$ cat config.mk
export PLATFORM = sky130hd
export DESIGN_NAME = fpsb_panel
export DESIGN_NICKNAME = d
export VERILOG_FILES = /design/src/hdl/fpsb_pkg.sv /design/src/hdl/fpsb_clk_div.sv /design/src/hdl/fpsb_panel.sv
export VERILOG_INCLUDE_DIRS = /design/src /design/src/hdl
export SDC_FILE = /design/constraint.sdc
export NUM_CORES = 1
export LEC_CHECK = 0
export BUFFER_PORTS_ARGS = -buffer_cell sky130_fd_sc_hd__buf_4
export CAP_MARGIN = 20
export CORE_UTILIZATION = 42
export CTS_BUF_LIST = sky130_fd_sc_hd__clkbuf_8
export CTS_CLUSTER_SIZE = 24
export DETAILED_ROUTE_END_ITERATION = 16
export SYNTH_ARGS = -nofsm -noshare
export SYNTH_HDL_FRONTEND = slang
export SYNTH_SLANG_ARGS = --single-unit
$ cat constraint.sdc
create_clock -name clk_sys -period 5.3 [get_ports clk_sys]
set_clock_uncertainty 0.2 [all_clocks]
set_input_delay 1.06 -clock clk_sys [delete_from_list [all_inputs] [get_ports clk_sys]]
set_output_delay 1.06 -clock clk_sys [all_outputs]
set_load 0.05 [all_outputs]
$ cat src/hdl/fpsb_map.svh
`ifndef FPSB_MAP_SVH
`define FPSB_MAP_SVH
// key matrix geometry
`define FPSB_NUM_LINES     6
`define FPSB_NUM_STEPS     6
`define FPSB_NUM_KEYS      19
// panel clock divider: /2 and /16 taps, tone counter /16 of 64 kHz
`define FPSB_DIV_W         4
`define FPSB_HALF_TAP      0
`define FPSB_TONE_CLK_TAP  3
`define FPSB_TONE_W        4
`define FPSB_TONE_TAP      3
// display drive
`define FPSB_NUM_GRIDS     11
`define FPSB_NUM_ANODES    14
`define FPSB_GRID_TOP      4'hA
// scan timing: settle time per step
`define FPSB_STEP_TIME_NS  1000
`define FPSB_CLK_PERIOD_NS 10
`define FPSB_STEP_CYCLES   ((`FPSB_STEP_TIME_NS + `FPSB_CLK_PERIOD_NS - 1) / `FPSB_CLK_PERIOD_NS)
`endif

$ cat src/hdl/fpsb_pkg.sv
package fpsb_pkg;
    typedef enum logic [5:0] {
        FPSB_S1 = 6'h01,
        FPSB_S2 = 6'h02,
        FPSB_S3 = 6'h04,
        FPSB_S4 = 6'h08,
        FPSB_S5 = 6'h10,
        FPSB_S6 = 6'h20
    } fpsb_step_t;
    typedef struct packed {
        logic [5:0] oe_n;
        logic [5:0] dout;
    } fpsb_lines_t;
    typedef struct packed {
        logic [10:0] grid;
        logic [13:0] anode;
    } fpsb_disp_t;
endpackage

$ cat src/hdl/fpsb_clk_div.sv
`timescale 1ns/1ps
`include "fpsb_map.svh"
module fpsb_clk_div
    import fpsb_pkg::*;
(
    input  wire logic clk_sys,
    input  wire logic sys_rst,
    input  wire logic panel_serial_clock,
    input  wire logic beep_en,
    output logic      controller_half_clock,
    output logic      tone_out
);
    logic [`FPSB_DIV_W-1:0]  div_r;
    logic [`FPSB_TONE_W-1:0] tone_r;
    logic                    ps_d_r;
    logic                    tone_counter_clear;
    logic                    ps_rise;
    logic                    tick64;

    assign ps_rise = panel_serial_clock & ~ps_d_r;
    assign tick64  = ps_rise && (div_r == {`FPSB_DIV_W{1'b1}});
    assign tone_counter_clear = ~beep_en;

    // edge detect on panel clock; counters advance on its rising edges
    always_ff @(posedge clk_sys or posedge sys_rst) begin
        if (sys_rst) begin
            ps_d_r <= 1'b0;
        end else begin
            ps_d_r <= panel_serial_clock;
        end
    end

    // free-running divider never held, so the controller clock always runs
    always_ff @(posedge clk_sys or posedge sys_rst) begin
        if (sys_rst) begin
            div_r <= '0;
        end else if (ps_rise) begin
            div_r <= div_r + 1'b1;
        end
    end

    // tone counter held clear while the beeper is off
    always_ff @(posedge clk_sys or posedge sys_rst) begin
        if (sys_rst) begin
            tone_r <= '0;
        end else if (tone_counter_clear) begin
            tone_r <= '0;
        end else if (tick64) begin
            tone_r <= tone_r + 1'b1;
        end
    end

    assign controller_half_clock = div_r[`FPSB_HALF_TAP];
    assign tone_out              = tone_r[`FPSB_TONE_TAP];

    a_tone_clear: assert property (@(posedge clk_sys) disable iff (sys_rst)
        !beep_en |=> tone_r == '0)
        else $error("tone counter not cleared");
    a_half_toggle: assert property (@(posedge clk_sys) disable iff (sys_rst)
        ps_rise |=> controller_half_clock != $past(controller_half_clock))
        else $error("half clock did not toggle");
    a_tone_step: assert property (@(posedge clk_sys) disable iff (sys_rst)
        beep_en && tick64 |=> tone_r == $past(tone_r) + 4'h1 || !beep_en)
        else $error("tone counter did not advance");
endmodule

$ cat src/hdl/fpsb_panel.sv
`timescale 1ns/1ps
`include "fpsb_map.svh"
module fpsb_panel
    import fpsb_pkg::*;
#(
    parameter int STEP_CYCLES = `FPSB_STEP_CYCLES
)(
    input  wire logic        clk_sys,
    input  wire logic        sys_rst,
    input  wire logic [5:0]  key_line_i,
    output logic [5:0]       key_line_o,
    output logic [5:0]       key_line_oe_n,
    output logic [18:0]      keys_closed,
    output logic             keys_valid,
    input  wire logic        panel_serial_clock,
    output logic             controller_half_clock,
    input  wire logic        beep_en,
    output logic             speaker,
    input  wire logic        grid_advance,
    input  wire logic [13:0] anode_data,
    output logic [10:0]      grid,
    output logic [13:0]      anode,
    input  wire logic        panel_reset_n,
    output logic             disp_proc_rst,
    output logic             watchdog_fault
);
    localparam int CW = $clog2(STEP_CYCLES + 1);

    fpsb_step_t   step_r;
    fpsb_lines_t  lines_r;
    logic [CW-1:0] cnt_r;
    logic [18:0]  acc_r;
    logic [18:0]  acc_nxt;
    logic         step_end;
    logic         half_clk;
    logic         tone;
    logic [3:0]   grid_idx_r;
    logic         local_reset_n;

    assign step_end = (cnt_r == CW'(STEP_CYCLES - 1));

    // dwell counter: each step holds long enough for pull-ups to settle
    always_ff @(posedge clk_sys or posedge sys_rst) begin
        if (sys_rst) begin
            cnt_r <= '0;
        end else if (step_end) begin
            cnt_r <= '0;
        end else begin
            cnt_r <= cnt_r + 1'b1;
        end
    end

    // six-step sequencer wraps to step one after step six
    always_ff @(posedge clk_sys or posedge sys_rst) begin
        if (sys_rst) begin
            step_r <= FPSB_S1;
        end else if (step_end) begin
            case (step_r)
                FPSB_S1: step_r <= FPSB_S2;
                FPSB_S2: step_r <= FPSB_S3;
                FPSB_S3: step_r <= FPSB_S4;
                FPSB_S4: step_r <= FPSB_S5;
                FPSB_S5: step_r <= FPSB_S6;
                default: step_r <= FPSB_S1;
            endcase
        end
    end

    // line drive for the next step; oe_n low means driving the strobe low
    always_ff @(posedge clk_sys or posedge sys_rst) begin
        if (sys_rst) begin
            lines_r <= '{oe_n: 6'h3F, dout: 6'h00};
        end else if (step_end) begin
            lines_r.dout <= 6'h00;
            case (step_r)
                FPSB_S1: lines_r.oe_n <= 6'h3E;
                FPSB_S2: lines_r.oe_n <= 6'h3D;
                FPSB_S3: lines_r.oe_n <= 6'h3B;
                FPSB_S4: lines_r.oe_n <= 6'h37;
                FPSB_S5: lines_r.oe_n <= 6'h2F;
                default: lines_r.oe_n <= 6'h3F;
            endcase
        end
    end

    // sample the sensed lines at the end of each step except step five; only lines above
    // the strobe are read, so lower high-impedance lines never count
    always_comb begin
        acc_nxt = acc_r;
        case (step_r)
            FPSB_S1: acc_nxt[5:0]   = ~key_line_i;
            FPSB_S2: acc_nxt[10:6]  = ~key_line_i[5:1];
            FPSB_S3: acc_nxt[14:11] = ~key_line_i[5:2];
            FPSB_S4: acc_nxt[17:15] = ~key_line_i[5:3];
            FPSB_S5: acc_nxt        = acc_r;
            default: acc_nxt[18]    = ~key_line_i[5];
        endcase
    end

    // accumulate one cycle, publish the set when step six completes
    always_ff @(posedge clk_sys or posedge sys_rst) begin
        if (sys_rst) begin
            acc_r       <= '0;
            keys_closed <= '0;
            keys_valid  <= 1'b0;
        end else begin
            keys_valid <= 1'b0;
            if (step_end) begin
                acc_r <= acc_nxt;
                if (step_r == FPSB_S6) begin
                    keys_closed <= acc_nxt;
                    keys_valid  <= 1'b1;
                    acc_r       <= '0;
                end
            end
        end
    end

    assign key_line_o    = lines_r.dout;
    assign key_line_oe_n = lines_r.oe_n;

    fpsb_clk_div u_div (
        .clk_sys               (clk_sys),
        .sys_rst               (sys_rst),
        .panel_serial_clock    (panel_serial_clock),
        .beep_en               (beep_en),
        .controller_half_clock (half_clk),
        .tone_out              (tone)
    );

    // register divider outputs so top outputs come from flops
    always_ff @(posedge clk_sys or posedge sys_rst) begin
        if (sys_rst) begin
            controller_half_clock <= 1'b0;
            speaker               <= 1'b0;
        end else begin
            controller_half_clock <= half_clk;
            speaker               <= tone & beep_en;
        end
    end

    // grid sequencer: one grid at a time, counting down from the top grid
    always_ff @(posedge clk_sys or posedge sys_rst) begin
        if (sys_rst) begin
            grid_idx_r <= `FPSB_GRID_TOP;
        end else if (grid_advance) begin
            grid_idx_r <= (grid_idx_r == 4'h0) ? `FPSB_GRID_TOP : grid_idx_r - 4'h1;
        end
    end

    // grid stays off when no anode under it is lit, avoiding ghosting
    always_ff @(posedge clk_sys or posedge sys_rst) begin
        if (sys_rst) begin
            grid  <= '0;
            anode <= '0;
        end else begin
            anode <= anode_data;
            grid  <= (|anode_data) ? (11'h001 << grid_idx_r) : 11'h000;
        end
    end

    // reset pass-through and watchdog held cleared
    assign local_reset_n = panel_reset_n;
    always_ff @(posedge clk_sys or posedge sys_rst) begin
        if (sys_rst) begin
            disp_proc_rst  <= 1'b1;
            watchdog_fault <= 1'b0;
        end else begin
            disp_proc_rst  <= ~local_reset_n;
            watchdog_fault <= 1'b0;
        end
    end

    a_one_strobe: assert property (@(posedge clk_sys) disable iff (sys_rst)
        step_r != FPSB_S1 |-> $countones(~key_line_oe_n) == 1)
        else $error("not exactly one strobe");
    a_step_one_input: assert property (@(posedge clk_sys) disable iff (sys_rst)
        step_r == FPSB_S1 |-> key_line_oe_n == 6'h3F)
        else $error("lines driven in step one");
    a_strobe_pos: assert property (@(posedge clk_sys) disable iff (sys_rst)
        step_r == FPSB_S4 |-> key_line_oe_n == 6'h3B)
        else $error("wrong strobe line");
    a_step_wrap: assert property (@(posedge clk_sys) disable iff (sys_rst)
        step_r == FPSB_S6 && step_end |=> step_r == FPSB_S1 && keys_valid)
        else $error("scan did not wrap");
    a_grid_single: assert property (@(posedge clk_sys) disable iff (sys_rst)
        $countones(grid) <= 1)
        else $error("more than one grid on");
    a_grid_dark: assert property (@(posedge clk_sys) disable iff (sys_rst)
        anode == '0 |-> grid == '0)
        else $error("grid lit with no anode");
    a_reset_pass: assert property (@(posedge clk_sys) disable iff (sys_rst)
        !panel_reset_n |=> disp_proc_rst)
        else $error("display reset not passed");
    a_watchdog_off: assert property (@(posedge clk_sys) disable iff (sys_rst)
        !watchdog_fault)
        else $error("watchdog asserted");
    a_silent: assert property (@(posedge clk_sys) disable iff (sys_rst)
        !beep_en |=> !speaker)
        else $error("speaker active while disabled");
    a_strobe_first: assert property (@(posedge clk_sys) disable iff (sys_rst)
        step_r == FPSB_S2 |-> key_line_oe_n == 6'h3E)
        else $error("strobe not on line one in step two");
    a_strobe_last: assert property (@(posedge clk_sys) disable iff (sys_rst)
        step_r == FPSB_S6 |-> key_line_oe_n == 6'h2F)
        else $error("strobe not on line five in step six");
    a_anode_follow: assert property (@(posedge clk_sys) disable iff (sys_rst)
        1'b1 |=> anode == $past(anode_data))
        else $error("anode data not passed to anodes");
endmodule

# ---- Yosys cells after proc, flatten, opt, wreduce, memory -nomap -nowiden
# Index checks and enable logic that the tools add are counted.
# Widths: inputs -> output; s select.
dict set report word_totals {
  ff_bits 99
  in_bits 26
  word_cells 58
}
dict set report classes {
  add_sub_neg 4
  n_eq_ne 9
  shift 1
  n_mux 15
  n_bitwise 9
  reduce_logical 5
}
# op count
set ops {}
lappend ops {{$pmux 6 s5} 1}
lappend ops {{$pmux 5 s5} 1}
lappend ops {{$mux 19} 1}
lappend ops {{$mux 4} 4}
lappend ops {{$reduce_or 14->1} 1}
lappend ops {{$mux 11} 1}
lappend ops {{$shl 1x4->11 const A} 1}
lappend ops {{$add 4x1->4 const B} 2}
lappend ops {{$add 7x1->7 const B} 1}
lappend ops {{$eq 7x7->1 const B} 1}
lappend ops {{$mux 7} 1}
lappend ops {{$eq 6x1->1 const B} 1}
lappend ops {{$eq 6x2->1 const B} 1}
lappend ops {{$eq 6x3->1 const B} 1}
lappend ops {{$eq 6x4->1 const B} 1}
lappend ops {{$eq 6x5->1 const B} 1}
lappend ops {{$eq 6x6->1 const B} 1}
lappend ops {{$mux 6} 1}
lappend ops {{$not 6->6} 1}
lappend ops {{$mux 5} 1}
lappend ops {{$not 5->5} 1}
lappend ops {{$reduce_or 5->1} 1}
lappend ops {{$eq 4x4->1 const B} 1}
lappend ops {{$logic_not 4->1} 1}
lappend ops {{10 further kinds} 15}

# ---- Depth between registers and ports, before layout
# Gate-level depths: netlist (run 1).
dict set report depth {
  word_depth 5
  mapped_depth 7
  mapped_depth_nobuf 6
}

# ---- Modules after synthesis
# Synthesis (run 1) repeated with hierarchy kept, for this count alone.
dict set report unflattened {
  hier_cells 351
  area_unflattened_um2 4015.1
}
# mod n_inst cells_each area_per_inst_um2
set by_module_without_submodules {}
lappend by_module_without_submodules {fpsb_panel 1 314 3590.9}
lappend by_module_without_submodules {fpsb_clk_div 1 37 424.2}

# ---- Worst setup path before layout (run 1)
# Ideal clock, no wire load.
dict set report synth_timing {
  kind {input to register}
  from {input anode_data[8]}
  to {register grid[10]}
  setup_ns 0.119
  arrival_ns 1.886
  required_time_ns 4.981
  path_slack_ns 3.095
  cell_stages 5
  cell_sequence {nor4_1 and4_1 clkbuf_1 nor3b_1 and2_1}
}
dict set report synth_via {
  elab_chain_len 2
}
# item line_no
set synth_rtl {}
lappend synth_rtl {{start, declared} fpsb_panel.sv:20} ;# input wire logic [13:0] anode_data,
lappend synth_rtl {{$reduce_or 14->1} fpsb_panel.sv:158} ;# grid <= (|anode_data) ? (11'h001 << grid_idx_r) : 11'h000;
lappend synth_rtl {{$mux 11} fpsb_panel.sv:158}
lappend synth_rtl {{end signal, assigned} fpsb_panel.sv:158}
lappend synth_rtl {{end, declared} fpsb_panel.sv:21} ;# output logic [10:0] grid,
# Every way passes these cells.
# A chain may end at the register's enable or synchronous reset.

# ---- Worst setup path after layout (run 1)
dict set report layout_timing {
  from {register lines_r (netlist bit key_line_oe_n[2])}
  to {output key_line_oe_n[2]}
}
# item line_no
set layout_rtl {}
lappend layout_rtl {{start, declared} fpsb_panel.sv:30} ;# fpsb_lines_t lines_r;
lappend layout_rtl {{start signal, assigned} fpsb_panel.sv:72} ;# lines_r <= '{oe_n: 6'h3F, dout: 6'h00};
lappend layout_rtl {{end, declared} fpsb_panel.sv:12} ;# output logic [5:0] key_line_oe_n,
# No word-level cell between the ends.

==> run_results.csv, run 1 <==
group,metric,value,unit
outcome,outcome,"finished, final reports clean",
timing,slew_headroom,0.568,
finish,n_antenna_cell,0,
route,wl_per_cell,14.3,µm
setup_path,cpMaxStageDelayCell,"dfstp_2",
power,leakage,2.44,nW
placed_design,portBuffers,78,
clocking,cts_tree,"done",
clocking,cts_setup_buffers,0,
placed_design,dp_hpwl,5520,µm
finish,nets,451,
setup_path,arrival,1.11,ns
timing,fin_crit_sh,0.447,
clocking,ctsResizeCount,0,
route,drt_iter0_drc,98,
placed_design,post-place-cells,535,
route,via_per_inst,4.86,
setup_path,cpLargestDelayFamily,"flip-flops",
logic_synthesis,synth_edf_count,0,
timing,setup_ws,2.93,ns
clocking,cts_inserted_buffers,9,
floorplan,placementRows,35,
placed_design,placed_cell_area,4680,µm²
logic_synthesis,syn_area_per_cell,11.7,µm²
power,powerDensity,332,nW/µm²
logic_synthesis,synth_cells,346,
logic_synthesis,yosys_warnings,0,
setup_path,path_max_fanout,2,
worst_hold_path,whs_path_depth,0,
timing,fmax,0.422,GHz
logic_synthesis,synth_top_flop_cell,"dfrtp_1",
floorplan,core-area,9280,µm²
placed_design,gp_congestion,0.737,
timing,finalHoldViolations,0,
route,drc,0,
timing,hold_slack,0.262,ns
setup_path,timing.critical_path.buf_inv,1,
floorplan,io-pin-count,87,
logic_synthesis,syn_area,4050,µm²
global_routing,globalRoute.totalOverflow,0,
worst_hold_path,hold_class,"flip-flop to flip-flop",
route,firstDrtPassIters,4,
setup_path,cp_num_cells,1,
timing,tightestPinTransition,0.649,ns
global_routing,grt_max_degree,54,
clocking,cts_hold_buffers,0,
setup_path,cp-start-kind,"flip-flop",
logic_synthesis,synth-seq-cells,97,
timing,setup_viol,0,
global_routing,gr-usage-all-layers,0.171,
clocking,htreeDepth,3,
setup_path,critPathKind,"flip-flop to primary output",
timing,rsz0062_at_grt,"no",
setup_path,cp.required,4.04,ns
run,maxCapViolations,0,
finish,drive_above_1_share,0.268,
timing,finalCriticalPeriod,2.37,ns
finish,area_growth_syn_to_layout,20.4,%
logic_synthesis,synth.distinct_cells,47,
clocking,worst_skew_pair.late_latency,0.38,ns
power,vdd_drop_max,263,µV
route,vias,2678,
global_routing,first_global_vias,2678,
finish,fill_cells,837,
logic_synthesis,synth-seq-area-share,0.602,
timing,slew_violations,0,
global_routing,grt_pass1_wl,13100,µm
floorplan,start_util,0.436,
global_routing,antenna_found_initial,0,
setup_path,path_cells,"buf_4",
placed_design,place_ws,2.79,ns
setup_path,crit_path_end_kind,"primary output",
floorplan,die_area,10000,µm²
clocking,clk_path_buf_depth,2,
floorplan,dieHeight,100,µm
clocking,path_clk_slew,0.10,ns
setup_path,r2r_cells,5,
finish,fin_cells,551,
timing,tns,0,ns
route,drtAntennaViolNets,0,
logic_synthesis,synth-async-reset-ratio,1.00,
floorplan,die_w,100,µm
clocking,cts.sink_count,97,
route,drt-total-wl,7880,µm
finish,stdcell_area,4870,µm²
setup_path,slowest_delay,0.55,ns
clocking,cts_root_buf,"clkbuf_8",
-- routing by layer --
layer  share of wire  up-vias  global-route usage
met1            0.46     1295               0.224
met3           0.049       12              0.0460
li1                -     1302                   -
met5               0        -                   0
met4           0.019        0              0.0758
met2            0.47       69               0.269
-- placed cells by master, fill, tap and decap left out, types with 6 or more instances in the layout --
master	netlist	final
and2_1	9	9
dfstp_2	9	9
conb_1	2	8
ha_1	8	8
o2bb2ai_1	15	15
nor2_1	13	13
dfrtp_1	88	88
xnor2_1	6	6
buf_4	9	80
nand2_1	38	38
clkbuf_8	0	9
mux2i_1	20	20
o21ai_0	23	23
inv_1	20	19
nor4_1	8	8
-- cells by family (layout without fill, tap and decap cells) --
kind of cell             count (synthesis)  count (layout)  synth area share
XOR/XNOR                                10              10            0.0216
adder cells (fa/ha/maj)                  8               8            0.0247
buffers and inverters                   46             116            0.0572
multiplexers                            21              21            0.0522
AO/OA/AOI/OAI                           59              59            0.0961
flip-flops                              97              97             0.602
other                                    2               8           0.00185
AND/OR/NAND/NOR                        103             103             0.144
-- worst paths after layout --
kind	start	to	slack (ns)
worst min register to register	u_div.div_r[0]	controller_half_clock	0.26
worst max register to register	cnt_r[0]	acc_r[6]	3.04
min in group asynchronous	sys_rst	u_div.div_r[2]	0.53
worst min-delay path	u_div.div_r[0]	controller_half_clock	0.26
max in group asynchronous	sys_rst	acc_r[14]	3.32
worst max-delay path	key_line_oe_n[2]	key_line_oe_n[2]	2.93
-- registers in the layout (all words and copies together) (netlist names) --
name,cells
keys_closed,19
acc_r,18
anode,14
grid,11
cnt_r,7
step_r,6
key_line_oe_n,5
grid_idx_r,4
u_div.div_r,4
u_div.tone_r,4
controller_half_clock,1
disp_proc_rst,1
keys_valid,1
speaker,1
u_div.ps_d_r,1
-- power breakdown --
part	internal (W)	switching, W
clock network	0.000185	0.000295
registers	0.000804	0.0000496
logic	0.0000965	0.000189
-- cell type report --
cell class,instances,area [µm²],area share
Multi-Input combinational cell,209,1400,0.287
Inverter,20,77.6,0.0159
Clock inverter,7,71.3,0.0146
Timing Repair Buffer,80,601,0.123
Clock buffer,9,124,0.0254
Tap cell,129,161,0.0331
Sequential cell,97,2440,0.500
-- metrics by stage --
| stage | power, W | util |
|---|---|---|
| 2_1_floorplan | 0.00107 | - |
| 3_3_place_gp | 0.00115 | 0.504 |
| 3_5_place_dp | 0.00115 | 0.504 |
| 4_1_cts | 0.00164 | 0.525 |
| 5_1_grt | 0.00170 | 0.525 |
| 6_report | 0.00162 | 0.525 |
-- synthesized netlist by cell type (all sizes together), types with 4 or more instances --
library cell	instances	share of area
a21o	4	0.0074
a21oi	4	0.0049
and2	9	0.014
buf	18	0.031
clkbuf	8	0.0077
dfrtp	88	0.54
dfstp	9	0.058
ha	8	0.025
inv	20	0.019
mux2i	20	0.049
nand2	38	0.035
nand3	5	0.0062
nand3b	5	0.013
nor2	13	0.012
nor2b	4	0.0062
nor4	10	0.023
o21a	5	0.0093
o21ai	24	0.030
o2bb2ai	15	0.032
or2	4	0.0062
xnor2	6	0.013
xor2	4	0.0087
No activity file was read; power rests on OpenSTA's default activity.
==> inputs of run 2 (changes only) <==
PLACE_DENSITY = 0.67   (was unset)
clock period = 1.9 ns   (was 5.3 ns; I/O delays follow)
==> run 2 against run 1 <==
Cell count grew 5.4%. Combinational power grew to 2.9 times the previous value. First-iteration DRC count grew 20%. Total power grew to 2.8 times the previous value. Non-clock buffer count grew 30. Worst setup slack lost 2.9 ns. Register-to-register slack lost 3.0 ns. Die area is the same. Highest routed layer unchanged. Utilization grew 3.5 points. Largest cell class unchanged. Global-route usage grew 0.70 points.
==> run_results.csv, run 2 (synthesis gave the netlist of run 1 again) <==
group,metric,value,unit
outcome,outcome,"finished, final reports clean",
power,powerDensity,866,nW/µm²
global_routing,grt_max_degree,98,
finish,final_common_cell,"buf_4",
placed_design,placed_cell_area,4780,µm²
route,via_per_inst,4.76,
timing,setup_ws,0.0670,ns
route,drt-total-wl,8130,µm
finish,area_growth_syn_to_layout,28.4,%
placed_design,place_ws,-0.0851,ns
global_routing,grtUsageMet1,0.241,
route,drt_iter0_drc,118,
timing,finalCriticalPeriod,1.83,ns
global_routing,antenna_found_initial,0,
timing,fin_crit_sh,0.965,
finish,post-route-util,0.560,
clocking,htreeDepth,3,
finish,nets,481,
finish,top_register,"keys_closed",
floorplan,io-pin-count,87,
floorplan,core-area,9280,µm²
clocking,clk_path_buf_depth,2,
finish,fill_cells,833,
clocking,cts_root_buf,"clkbuf_8",
timing,slew_violations,0,
route,drtAntennaViolNets,0,
route,firstDrtPassIters,4,
placed_design,portBuffers,78,
floorplan,dieHeight,100,µm
floorplan,die_area,10000,µm²
finish,reg_top3,"keys_closed x19, acc_r x18, anode x14",
timing,fmax,0.546,GHz
setup_path,arrival,1.92,ns
placed_design,gp_congestion,0.784,
power,vdd_drop_max,600,µV
timing,setup_viol,0,
clocking,cts.sink_count,97,
timing,tightestPinTransition,0.504,ns
clocking,path_clk_slew,0.10,ns
finish,stdcell_area,5200,µm²
route,drc,0,
global_routing,gr-usage-met2,0.285,
timing,finalHoldViolations,0,
run,maxCapViolations,0,
route,vias,2765,
finish,final_cell_mix,"89 x buf_4, 87 x dfrtp_1, 37 x nand2_1, 23 x o21ai_0, 20 x mux2i_1",
floorplan,die_w,100,µm
global_routing,first_global_vias,2713,
power,leakage,2.59,nW
timing,slew_headroom,0.664,
global_routing,met3_usage,0.0376,
finish,drive_above_1_share,0.288,
placed_design,dp_hpwl,5630,µm
global_routing,grt-busiest-layer,"met2",
clocking,cts_tree,"done",
timing,tns,0,ns
finish,largest_register_ffs,19,
setup_path,crit_path_end_kind,"flip-flop",
route,wl_per_cell,14.0,µm
worst_hold_path,hold_class,"input port to flip-flop",
clocking,cts_inserted_buffers,9,
setup_path,cp-start-kind,"flip-flop",
clocking,worst_skew_pair.late_latency,0.35,ns
floorplan,placementRows,35,
finish,n_antenna_cell,0,
floorplan,start_util,0.436,
setup_path,path_max_fanout,6,
setup_path,critPathKind,"flip-flop to flip-flop",
global_routing,gr-usage-all-layers,0.178,
setup_path,cp.required,1.98,ns
global_routing,globalRoute.totalOverflow,0,
timing,rsz0062_at_grt,"yes",
global_routing,grt_pass1_wl,13800,µm
[run 2: cell types whose count changed in the layout (fill, tap and decap cells not counted), moves of 2 or more]
| cell | change |
|---|---|
| clkbuf_8 | +2 |
| buf_4 | +9 |
| buf_12 | +2 |
| dlygate4sd3_1 | +19 |
| or2_0 | -2 |
[run 2: area by class of cell]
| cell class | instances | area, µm² | share of cell area |
|---|---|---|---|
| Clock buffer | 11 | 151 | 0.0291 |
| Clock inverter | 5 | 43.8 | 0.00842 |
| Inverter | 20 | 78.8 | 0.0152 |
| Multi-Input combinational cell | 209 | 1430 | 0.274 |
| Sequential cell | 97 | 2440 | 0.469 |
| Tap cell | 129 | 161 | 0.0310 |
| Timing Repair Buffer | 110 | 898 | 0.173 |
[run 2: final timing paths]
check | startpoint | end | slack (ns) | cells past startpoint
setup / recovery | step_r[4] | acc_r[11] | 0.07 | 4
hold / removal | key_line_i[1] | acc_r[6] | 0.02 | 2
setup reg to reg | step_r[4] | acc_r[11] | 0.07 | 4
hold reg to reg | u_div.div_r[0] | controller_half_clock | 0.27 | 0
max in group asynchronous | sys_rst | grid_idx_r[3] | 0.56 | 4
min in group asynchronous | sys_rst | anode[11] | 0.51 | 4
[run 2: what timing repair did]
| item | in CTS | in global routing |
|---|---|---|
| hold buffers | 18 | 1 |
| setup endpoints to repair | 5 | 27 |
| hold endpoints to repair | 98 | 1 |
| setup buffers | 0 | 1 |
| gates resized for setup | 2 | 8 |
| pin swaps | 0 | 2 |
[run 2: critical path: stages, from the launching register on]
cell       delay, ns
dfrtp_1         0.48
nor4_4          0.40
nand3b_4        0.20
or2_4           0.32
o2bb2ai_1       0.16
[run 2: power by group]
part	internal (W)	switching, W
registers	0.00224	0.000135
clock network	0.000569	0.000720
logic	0.000299	0.000538
[run 2: through the flow]
stage / total power, W / instances / hold WS (ns)
finish: 0.00450 / 581 / 0.0211
global route: 0.00476 / 581 / 0.00268
CTS: 0.00457 / 579 / 0.00398
detailed placement: 0.00323 / 545 / 0.242
global placement: 0.00321 / 545 / 0.248
floorplan: 0.00297 / 352 / 0.206
[run 2: metal layers]
metal | share of wire | up-vias | wire length, µm
li1 | - | 1366 | -
met1 | 0.45 | 1325 | 3660
met2 | 0.49 | 63 | 3980
met3 | 0.043 | 11 | 353
met4 | 0.017 | 0 | 141
met5 | 0 | - | 0
